==> config.mk <==
export PLATFORM = sky130hd
export DESIGN_NAME = front_panel_lights
export DESIGN_NICKNAME = d
export VERILOG_FILES = /design/src/core/panel_pkg.sv /design/src/core/blink_divider.sv /design/src/core/front_panel_lights.sv
export VERILOG_INCLUDE_DIRS = /design/src /design/src/core
export SDC_FILE = /design/constraint.sdc
export NUM_CORES = 1
export LEC_CHECK = 0
export ABC_AREA = 1
export BUFFER_PORTS_ARGS = -buffer_cell sky130_fd_sc_hd__buf_2
export CORE_UTILIZATION = 60
export CTS_BUF_LIST = sky130_fd_sc_hd__clkbuf_4
export DETAILED_ROUTE_END_ITERATION = 8
export GPL_TIMING_DRIVEN = 0
export PLACE_DENSITY = 0.83
export SLEW_MARGIN = 25
export SYNTH_ARGS = -nofsm -noshare
export SYNTH_HDL_FRONTEND = slang
export SYNTH_HIERARCHICAL = 1
export SYNTH_SLANG_ARGS = --single-unit
==> constraint.sdc <==
create_clock -name clk -period 3.07 [get_ports clk]
set_input_delay 0.614 -clock clk [delete_from_list [all_inputs] [get_ports clk]]
set_output_delay 0.614 -clock clk [all_outputs]
set_load 0.05 [all_outputs]
==> src/core/panel_defines.svh <==
// constants and overview for the front panel indicator logic
//
// Overview of operation
// RULE1: blinking lights toggle near one hertz, half on, half off
// RULE2: amber status lit or blinking forces the green status element off
// RULE3: critical gives steady amber, non-critical only gives blinking amber
// RULE4: no amber: normal steady green, degraded blinks green, self-test dark
// RULE5: power light steady on in S0 or legacy powered-on state, blinking instead while a sleep indication is held
// RULE6: power light dark in S4, S5 or with power off
// RULE7: power light blinks while DC stays on in sleep S1 to S3
// RULE8: non-ACPI: power light lit once system power is on
// RULE9: non-ACPI: power light dark while power off, chipset uninitialised
// RULE10: sleep indication held on standby, restored, kept until firmware clears
// RULE11: disk light follows activity pulses, dark when off or in S1
// RULE12: identification light blinks while identify is active, else dark
// RULE13: button press or remote request activates identification
// RULE14: controller reports degraded for lost redundancy only if redundant
// RULE15: network light steady on link, blinking on activity
// RULE16: all blinks share one divider; reset darkens every light
`ifndef PANEL_DEFINES_SVH
`define PANEL_DEFINES_SVH
`define CLK_HZ 10000000
`define BLINK_HZ 1
// cycles per half blink period
`define HALF_PERIOD (`CLK_HZ / (2 * `BLINK_HZ))
`define DIV_W 23
`define DISK_HOLD 20'h186A0
`endif

==> src/core/panel_pkg.sv <==
// types for the front panel indicator logic
package panel_pkg;
    typedef enum logic [5:0] {
        PWR_OFF    = 6'h01,
        PWR_S0     = 6'h02,
        PWR_SLEEP  = 6'h04,
        PWR_SOFT   = 6'h08,
        PWR_LEG_ON = 6'h10,
        PWR_LEG_OFF = 6'h20
    } power_mode_e;
endpackage

==> src/core/blink_divider.sv <==
// shared blink phase generator
`timescale 1ns/1ps
`include "panel_defines.svh"
module blink_divider
(
    input wire logic clk,
    input wire logic rst_n,
    output logic phase
);
    logic [`DIV_W-1:0] count;
    wire last = (count == `DIV_W'(`HALF_PERIOD - 1));
    always_ff @(posedge clk or negedge rst_n)
    begin
        if (!rst_n)
        begin
            count <= '0;
            phase <= 1'b0;
        end
        else
        begin
            count <= last ? '0 : count + 1'b1; // see RULE1
            if (last)
                phase <= ~phase; // see RULE16
        end
    end
endmodule

==> src/core/front_panel_lights.sv <==
// front panel indicator encoder
`timescale 1ns/1ps
`include "panel_defines.svh"
module front_panel_lights
    import panel_pkg::*;
(
    input wire logic clk,
    input wire logic rst_n,
    input wire logic acpi_mode,
    input wire logic sys_power_on,
    input wire logic [2:0] sleep_state,
    input wire logic standby_sleep_held,
    input wire logic fw_sleep_clear,
    input wire logic fault_critical,
    input wire logic fault_noncritical,
    input wire logic degraded,
    input wire logic self_test,
    input wire logic disk_pulse,
    input wire logic ident_button_n,
    input wire logic ident_request,
    input wire logic ident_cancel,
    input wire logic [1:0] net_link,
    input wire logic [1:0] net_activity,
    output logic power_light_n,
    output logic status_light_a_n,
    output logic status_light_b_n,
    output logic disk_activity_light_n,
    output logic ident_light_n,
    output logic sleep_hold,
    output logic net0_link_light_n,
    output logic net0_activity_light_n,
    output logic net1_link_light_n,
    output logic net1_activity_light_n
);
    // ************************************************
    // blink phase
    // ************************************************
    logic phase;
    blink_divider u_div
    (
        .clk(clk),
        .rst_n(rst_n),
        .phase(phase)
    );

    // ************************************************
    // power state decode
    // ************************************************
    power_mode_e mode;
    wire sleeping = (sleep_state >= 3'h1) && (sleep_state <= 3'h3);
    always_comb
    begin
        if (!acpi_mode)
            mode = sys_power_on ? PWR_LEG_ON : PWR_LEG_OFF; // see RULE8
        else if (!sys_power_on || sleep_state >= 3'h4)
            mode = PWR_SOFT; // see RULE6
        else if (sleeping)
            mode = PWR_SLEEP; // see RULE7
        else
            mode = PWR_S0; // see RULE5
    end

    // sleep indication kept in the standby domain; a stale one survives an
    // abnormal power-off until firmware clears it
    logic sleep_flag;
    logic loaded;
    wire next_sleep_flag = (mode == PWR_SLEEP) ? 1'b1 :
        fw_sleep_clear ? 1'b0 : sleep_flag; // see RULE10

    logic power_on;
    always_comb
    begin
        case (mode)
            PWR_S0: power_on = sleep_flag ? phase : 1'b1;
            PWR_LEG_ON: power_on = sleep_flag ? phase : 1'b1;
            PWR_SLEEP: power_on = phase; // see RULE7
            PWR_SOFT: power_on = 1'b0;
            PWR_LEG_OFF: power_on = 1'b0; // see RULE9
            default: power_on = 1'b0;
        endcase
    end

    // ************************************************
    // status, disk, identification
    // ************************************************
    wire amber = fault_critical ? 1'b1 :
        fault_noncritical ? phase : 1'b0; // see RULE3
    wire amber_active = fault_critical | fault_noncritical;
    wire green = (amber_active || self_test) ? 1'b0 :
        degraded ? phase : 1'b1; // see RULE2 see RULE4

    // stretch each pulse so that bursts appear as irregular flicker
    logic [19:0] disk_hold;
    wire disk_allowed = sys_power_on && !(acpi_mode && sleep_state != 3'h0);
    wire [19:0] next_disk_hold = (disk_pulse && disk_allowed) ? `DISK_HOLD :
        (disk_hold != 20'h00000) ? disk_hold - 20'h00001 : 20'h00000;

    logic ident_active;
    logic button_prev;
    wire press = !ident_button_n && button_prev;
    wire next_ident = (press || ident_request) ? 1'b1 :
        ident_cancel ? 1'b0 : ident_active; // see RULE13

    always_ff @(posedge clk or negedge rst_n)
    begin
        if (!rst_n)
        begin
            sleep_flag <= 1'b0;
            loaded <= 1'b0;
            disk_hold <= 20'h00000;
            ident_active <= 1'b0;
            button_prev <= 1'b1;
        end
        else
        begin
            loaded <= 1'b1;
            sleep_flag <= loaded ? next_sleep_flag : standby_sleep_held;
            disk_hold <= disk_allowed ? next_disk_hold : 20'h00000;
            ident_active <= next_ident;
            button_prev <= ident_button_n;
        end
    end

    // ************************************************
    // output flops, active low; reset darkens all
    // ************************************************
    // one helper so the identification and network activity lights take the same shared phase
    function automatic logic blink_of(input logic enable, input logic ph);
        return enable & ph;
    endfunction

    wire ident_on = blink_of(ident_active, phase); // see RULE12
    wire disk_on = (disk_hold != 20'h00000); // see RULE11

    always_ff @(posedge clk or negedge rst_n)
    begin
        if (!rst_n)
        begin
            power_light_n <= 1'b1; // see RULE16
            status_light_a_n <= 1'b1;
            status_light_b_n <= 1'b1;
        end
        else
        begin
            power_light_n <= ~power_on;
            status_light_a_n <= ~green;
            status_light_b_n <= ~amber;
        end
    end

    always_ff @(posedge clk or negedge rst_n)
    begin
        if (!rst_n)
        begin
            disk_activity_light_n <= 1'b1;
            ident_light_n <= 1'b1;
        end
        else
        begin
            disk_activity_light_n <= ~disk_on;
            ident_light_n <= ~ident_on;
        end
    end

    // the write-back follows the value just loaded, but at the loading edge the standby
    // store still takes the reset 0 of sleep_hold and keeps it for one cycle
    always_ff @(posedge clk or negedge rst_n)
    begin
        if (!rst_n)
            sleep_hold <= 1'b0;
        else
            sleep_hold <= loaded ? next_sleep_flag : standby_sleep_held;
    end

    // ************************************************
    // network lights
    // ************************************************
    logic [1:0] link_dark;
    logic [1:0] act_dark;
    genvar n;
    generate
        for (n = 0; n < 2; n++)
        begin : g_net
            always_ff @(posedge clk or negedge rst_n)
            begin
                if (!rst_n)
                begin
                    link_dark[n] <= 1'b1;
                    act_dark[n] <= 1'b1;
                end
                else
                begin
                    link_dark[n] <= ~net_link[n]; // see RULE15
                    act_dark[n] <= ~blink_of(net_activity[n], phase);
                end
            end
        end
    endgenerate

    assign net0_link_light_n = link_dark[0];
    assign net0_activity_light_n = act_dark[0];
    assign net1_link_light_n = link_dark[1];
    assign net1_activity_light_n = act_dark[1];
endmodule

==> results of run 1 <==
## report_power, final
part	total, mW	internal, mW	switching [mW]
clock network	0.781	0.501	0.280
registers	0.863	0.808	0.0551
logic	0.484	0.174	0.311
## cell type report
type	instances	share of cell area, %
flip-flops and latches	57	41.6
multi-input cells	267	39.0
inverters	56	6.08
repair buffers	30	4.42
clock inverters	6	3.77
well taps	67	2.43
clock buffers	10	2.17
plain buffers	2	0.543
## cell families after synthesis
logic type | after synthesis
xor gates and xnor gates | 23
other | 1
DFF | 57
AOI/OAI and AO/OA | 19
adders and majority gates | 3
and+or+nand+nor | 221
buffers and inverters | 58
## layout by cell type (no fill, tap or decap)
cell | Yosys | final
nor2_1 | 81 | 81
nand2_1 | 81 | 81
inv_1 | 55 | 55
dfrtp_1 | 47 | 47
nand3_1 | 31 | 31
buf_2 | 0 | 29
xor2_1 | 15 | 15
dfstp_2 | 10 | 10
clkbuf_4 | 0 | 10
o21ai_0 | 8 | 8
xnor2_1 | 8 | 8
nor2_2 | 6 | 6
nor2_4 | 5 | 5
nand4_1 | 5 | 5
nand2_2 | 4 | 4
a21oi_1 | 4 | 4
bufinv_16 | 0 | 4
nand3_2 | 3 | 3
o21ai_1 | 3 | 3
ha_1 | 3 | 3
nor3_2 | 2 | 2
clkinv_2 | 0 | 2
buf_4 | 1 | 2
a21oi_4 | 1 | 1
buf_6 | 1 | 1
inv_2 | 1 | 1
nand3b_1 | 1 | 1
a2111o_1 | 1 | 1
a31oi_1 | 1 | 1
conb_1 | 1 | 1
o21bai_1 | 1 | 1
nand2_4 | 1 | 1
nor3_1 | 1 | 1
## Yosys cell counts (all sizes together)
| master | number | area (µm²) |
|---|---|---|
| a2111o | 1 | 11.3 |
| a21oi | 5 | 36.3 |
| a31oi | 1 | 6.26 |
| buf | 2 | 18.8 |
| conb | 1 | 3.75 |
| dfrtp | 47 | 1180 |
| dfstp | 10 | 263 |
| ha | 3 | 37.5 |
| inv | 56 | 210 |
| nand2 | 86 | 340 |
| nand3 | 34 | 185 |
| nand3b | 1 | 7.51 |
| nand4 | 5 | 31.3 |
| nor2 | 92 | 398 |
| nor3 | 3 | 25.0 |
| o21ai | 11 | 55.1 |
| o21bai | 1 | 7.51 |
| xnor2 | 8 | 70.1 |
| xor2 | 15 | 131 |
## worst paths after layout
check / start / endpoint / slack [ns] / cells after the start
setup / recovery: status_light_b_n / status_light_b_n / 1.29 / 1
hold reg to reg: ident_active / ident_light_n / 0.41 / 1
max in group asynchronous: rst_n / u_div/count[12] / 2.35 / 1
min in group clk: ident_button_n / button_prev / 0.32 / 1
setup reg to reg: u_div/count[0] / u_div/count[3] / 1.48 / 8
hold / removal: rst_n / disk_hold[18] / 0.24 / 1
## routing by layer
layer	track usage, %	vias to the layer above
met3	5.80	15
met4	13.5	0
met5	0	-
li1	-	1253
met2	39.7	74
met1	30.6	1164
## through the flow
stage               setup slack (ns)  hold WS [ns]  utilization (%)  total power, mW  cells
floorplan                       1.57         0.318                -             1.24    382
global placement                1.32         0.383             67.9             1.34    479
detailed placement              1.25         0.399             67.9             1.35    479
CTS                             1.25         0.266             72.2             2.15    495
global route                    1.23         0.281             72.2             2.24    495
finish                          1.29         0.244             72.2             2.13    495
==> metrics.md, run 1 <==
| Metric | Value |
|---|---|
| Initial DRT Pass Iterations | 5 |
| Clk sinks | 57 |
| CTS max path bufs | 2 |
| Setup violators final | 0 |
| Vias in the first global route | 2,285 |
| Share of layout cells above drive strength 1 | 18.9% |
| Seq/Total Area, Yosys | 47.7% |
| Fin nets | 447 |
| Crit path largest cell delay | 0.53 ns |
| Vias/cell | 5.06 |
| IO Pins | 31 |
| Max stage delay cell, worst path | dfstp_2 |
| Area share of xor/xnor cells in the synthesized design | 6.68% |
| Fillers | 390 |
| DR WL met2 | 2820 µm |
| RSZ-0062 raised after global routing | no |
| Die outline width | 72.9 µm |
| Area of the multi-input gates | 0.00135 mm² |
| Initial antenna violation count | 0 |
| Peak VDD IR | 358 µV |
| Tot GR Track Use | 24.6% |
| Average routed wire per standard cell | 12.0 µm |
| Largest register FFs | 23 |
| Site row count | 25 |
| Top sig layer | met4 |
| Setup Fix Bufs, Post-CTS | 0 |
| Kind of critical path | register to primary output |
| Synth Register Bits | 57 |
| Crit path time final | 1.78 ns |
| Peak Freq | 560 MHz |
| Top reg by flops | u_div/count |
| Register Area | 0.00144 mm² |
| CP arrival | 1.17 ns |
| Synth cell types | 29 |
| Met3 routed wirelength | 336 µm |
| Grt total ovfl | 0 |
| Mux contribution to synthesized area | 0% |
| Core area | 0.00479 mm² |
| Wl on met1 | 2650 µm |
| Hold Path Class | input pin to asynchronous set/reset pin |
| Detailed placement HPWL | 4120 µm |
| Least-Margin Pin Slew | 0.688 ns |
| Number of CTS-inserted buffers | 9 |
| Fin crit share | 58.1% |
| Root buffer cell | clkbuf_4 |
| # DRC | 0 |
| Final setup skew | 0.0129 ns |
| Post-synthesis compound-gate area fraction | 3.86% |
| Final-report max-slew violation count | 0 |
| Post-CTS Hold Fix Bufs | 0 |
| Largest net degree at the start of global routing | 58 |
| Largest family of logic cells by synthesized area | simple AND/OR/NAND/NOR gates |
| Post-DP Area | 0.00325 mm² |
| Avg Cell Area, Syn | 7.89 µm² |
| Routed wire length | 5950 µm |
| MaxCap Viol Count | 0 |
| Vias post-DR | 2,506 |
| Crit-path cells | buf_2 |
| Initial core utilization | 63.0% |
| Clock Latency Late Sink | 0.40 ns |
| H-tree depth | 3 |
| Bufs and invs on worst path | 1 |
| Clock-pin slew on the worst setup and hold paths | 0.10 ns |
| YS warnings | 6 |
| Power per cell area | 616 mW/mm² |
| Critical Path Fanout Max | 1 |
| Resized Gates After CTS | 0 |
| Outcome | complete, no violations |
| First-pass GRT wire length | 9780 µm |
| Relative slew slack | 54.1% |
| Final Cell Area | 0.00346 mm² |
| Worst setup SP type | register |
| Area delta synth->final | 14.7% |
| Die area | 0.00531 mm² |
| Post-route ant nets | 0 |
| Cell family with most CP delay | flip-flops |
| Worst endpoint required time | 2.46 ns |
| Simple-gate share of the synthesized area | 32.8% |
| Post-synthesis adder-cell area fraction | 1.25% |
| P_leak | 1.75 nW |
| TNS Setup | 0 ns |
| Buffers added on ports | 30 |
| Post-synth net total | 406 |
| Top flop regs | u_div/count: 23 flops, disk_hold: 20 flops |
| Gate count after technology mapping | 382 |
| Die Ht | 72.9 µm |
| CTS tree | done |
| Synthesized cell area | 0.00301 mm² |
| # diodes | 0 |
| CP Capture Type | primary output |
| Routability Congestion | 0.913 |
| First DRT Iteration DRCs | 202 |
| Final Hold Violating Endpoints | 0 |
Power figures use the tool's default switching activity.
==> run 2: changes to the inputs <==
==> constraint.sdc (replaced) <==
create_clock -name clk -period 1.72 [get_ports clk]
set_input_delay 0.344 -clock clk [delete_from_list [all_inputs] [get_ports clk]]
set_output_delay 0.344 -clock clk [all_outputs]
set_load 0.05 [all_outputs]
==> run 2 against run 1 <==
Die area is the same. Setup slack lost 1.1 ns. Global-route usage is essentially flat. Via count grew 0.28%. Sequential share of layout area shrank 0.24 points. Largest cell class unchanged. Non-clock buffer count grew 1. Largest power group unchanged.
==> metrics.md, run 2 (synthesized netlist as in run 1, its figures left out) <==
| Metric | Value |
|---|---|
| RSZ-0062 raised after global routing | no |
| Core area | 0.00479 mm² (unchanged) |
| Clock Latency Late Sink | 0.39 ns (about the same) |
| Die area | 0.00531 mm² (unchanged) |
| CP Capture Type | register |
| Vias in the first global route | 2,283 (-0.088%) |
| Met3 GRT Util | 5.80% (unchanged) |
| Final setup skew | 0.00846 ns (-0.00441 ns) |
| Buffers added on ports | 30 (unchanged) |
| Share of layout cells above drive strength 1 | 19.1% (+0.19 points) |
| Setup ws final | 0.185 ns (-1.10 ns) |
| Initial DRT Pass Iterations | 4 (-1) |
| Fin crit share | 89.3% |
| Site row count | 25 (unchanged) |
| Largest register FFs | 23 (unchanged) |
| GR Util met1 | 30.8% (+0.18 points) |
| H-tree depth | 3 (unchanged) |
| Outcome | complete, no violations |
| Most frequent cells in the layout | 81 x nand2_1, 80 x nor2_1, 55 x inv_1, 47 x dfrtp_1, 31 x nand3_1 |
| Peak VDD IR | 639 µV (+79%) |
| IO Pins | 31 (unchanged) |
| Routability Congestion | 0.913 (unchanged) |
| Largest net degree at the start of global routing | 58 (unchanged) |
| Top flop regs | u_div/count: 23 flops, disk_hold: 20 flops |
| Tot GR Track Use | 24.6% (-0.030 points) |
| Top reg by flops | u_div/count |
| Root buffer cell | clkbuf_4 |
| First DRT Iteration DRCs | 203 (+0.50%) |
| Crit path time final | 1.54 ns |
| Die outline width | 72.9 µm (unchanged) |
| Grt total ovfl | 0 (unchanged) |
| GRT Max-Usage Layer | met2 |
| Hold Path Class | input pin to register |
| Setup violators final | 0 (unchanged) |
| Average routed wire per standard cell | 12.0 µm (-0.49%) |
| CTS tree | done |
| CP arrival | 1.83 ns (+0.66 ns) |
| Least-Margin Pin Slew | 0.696 ns (+0.00733 ns) |
| P_leak | 1.75 nW (+0.21%) |
| Initial antenna violation count | 0 (unchanged) |
| Fin nets | 448 (+0.22%) |
| Worst endpoint required time | 2.01 ns (-0.45 ns) |
| Final Hold Violating Endpoints | 0 (unchanged) |
| Worst setup SP type | register |
| Kind of critical path | register to register |
| Initial core utilization | 63.0% (unchanged) |
| Post-Place Worst Slack | 0.142 ns (-1.11 ns) |
| Area delta synth->final | 15.3% |
| Met2 usage | 39.4% (-0.31 points) |
| Clock-pin slew on the worst setup and hold paths | 0.10 ns (about the same) |
| Vias post-DR | 2,513 (+0.28%) |
| Relative slew slack | 53.6% (-0.49 points) |
| # DRC | 0 (unchanged) |
| Final-report max-slew violation count | 0 (unchanged) |
| # diodes | 0 (unchanged) |
| Detailed placement HPWL | 4120 µm (unchanged) |
| Routed wire length | 5930 µm (-0.29%) |
| MaxCap Viol Count | 0 (unchanged) |
| Clk sinks | 57 (unchanged) |
| Critical Path Fanout Max | 6 (+5) |
| Power per cell area | 1090 mW/mm² (+77%) |
| Die Ht | 72.9 µm (unchanged) |
| Fillers | 386 (-1.0%) |
| First-pass GRT wire length | 9760 µm (-0.29%) |
| Commonest non-fill, non-tap cell in the layout | nand2_1 |
| Vias/cell | 5.07 (about the same) |
| Post-route ant nets | 0 (unchanged) |
| CTS max path bufs | 2 (unchanged) |
| Peak Freq | 651 MHz |
| TNS Setup | 0 ns (unchanged) |
| Number of CTS-inserted buffers | 9 (unchanged) |
-- run 2: changes by cell type in the layout (fill, tap and decap cells not counted), sizes merged --
cell,delta
dlygate4sd3,+1
-- run 2: where the power goes --
part | total, mW | internal [mW] | switching [mW] | leakage, nW
Clock | 1.39 | 0.895 | 0.494 | 0.110
Combinational | 0.865 | 0.312 | 0.553 | 0.914
Sequential | 1.54 | 1.44 | 0.0974 | 0.729
Total | 3.79 | 2.65 | 1.14 | 1.75
-- run 2: layer usage --
layer	up-vias	part of all wire, %
met4	0	2.3
li1	1258	-
met3	13	5.4
met5	-	0
met2	74	47
met1	1168	45
-- run 2: repair_timing --
action                                 in CTS  in global routing
resized for setup                           0                  2
endpoints found under the hold margin      16                  0
buffers inserted                            0                  0
hold buffers                                1                  0
setup endpoints to repair                   0                  6
-- run 2: worst paths after layout --
kind	slack (ns)	depth (start not counted)	startpoint	endpoint
max in group asynchronous	0.72	2	rst_n	u_div/count[12]
setup / recovery	0.18	8	u_div/count[0]	u_div/count[22]
min in group asynchronous	0.52	2	rst_n	disk_hold[17]
hold / removal	0.05	1	ident_button_n	button_prev
hold reg to reg	0.41	1	ident_active	ident_light_n
setup reg to reg	0.18	8	u_div/count[0]	u_div/count[22]
-- run 2: final cells by class --
cell class                      count  area (µm²)  area share [%]
Multi-Input combinational cell    267        1360            39.0
Inverter                           56         210            6.05
Timing Repair Buffer               31         163            4.68
Buffer                              2        18.8           0.540
Clock inverter                      6         130            3.74
Sequential cell                    57        1440            41.4
Tap cell                           67        83.8            2.41
Clock buffer                       10        75.1            2.16
-- run 2: metrics by stage --
stage	hold WS [ns]	power [mW]	area, µm²	utilization [%]	cells
after floorplan	0.0484	2.22	3010	-	382
final	0.0455	3.79	3480	72.6	496
after global routing	0.0115	3.99	3480	72.6	496
after detailed placement	0.399	2.42	3250	67.9	479
after CTS	0.0179	3.84	3470	72.4	496
after global placement	0.383	2.39	3250	67.9	479
-- run 2: worst max-delay path, cell delays in order, from the launching register on --
cell,delay (ns)
dfrtp_1,0.36
ha_1,0.19
nand2_1,0.09
nor2_4,0.19
nand2_4,0.08
nor2_1,0.30
nand3_1,0.11
nand2_1,0.07
nor2_1,0.04
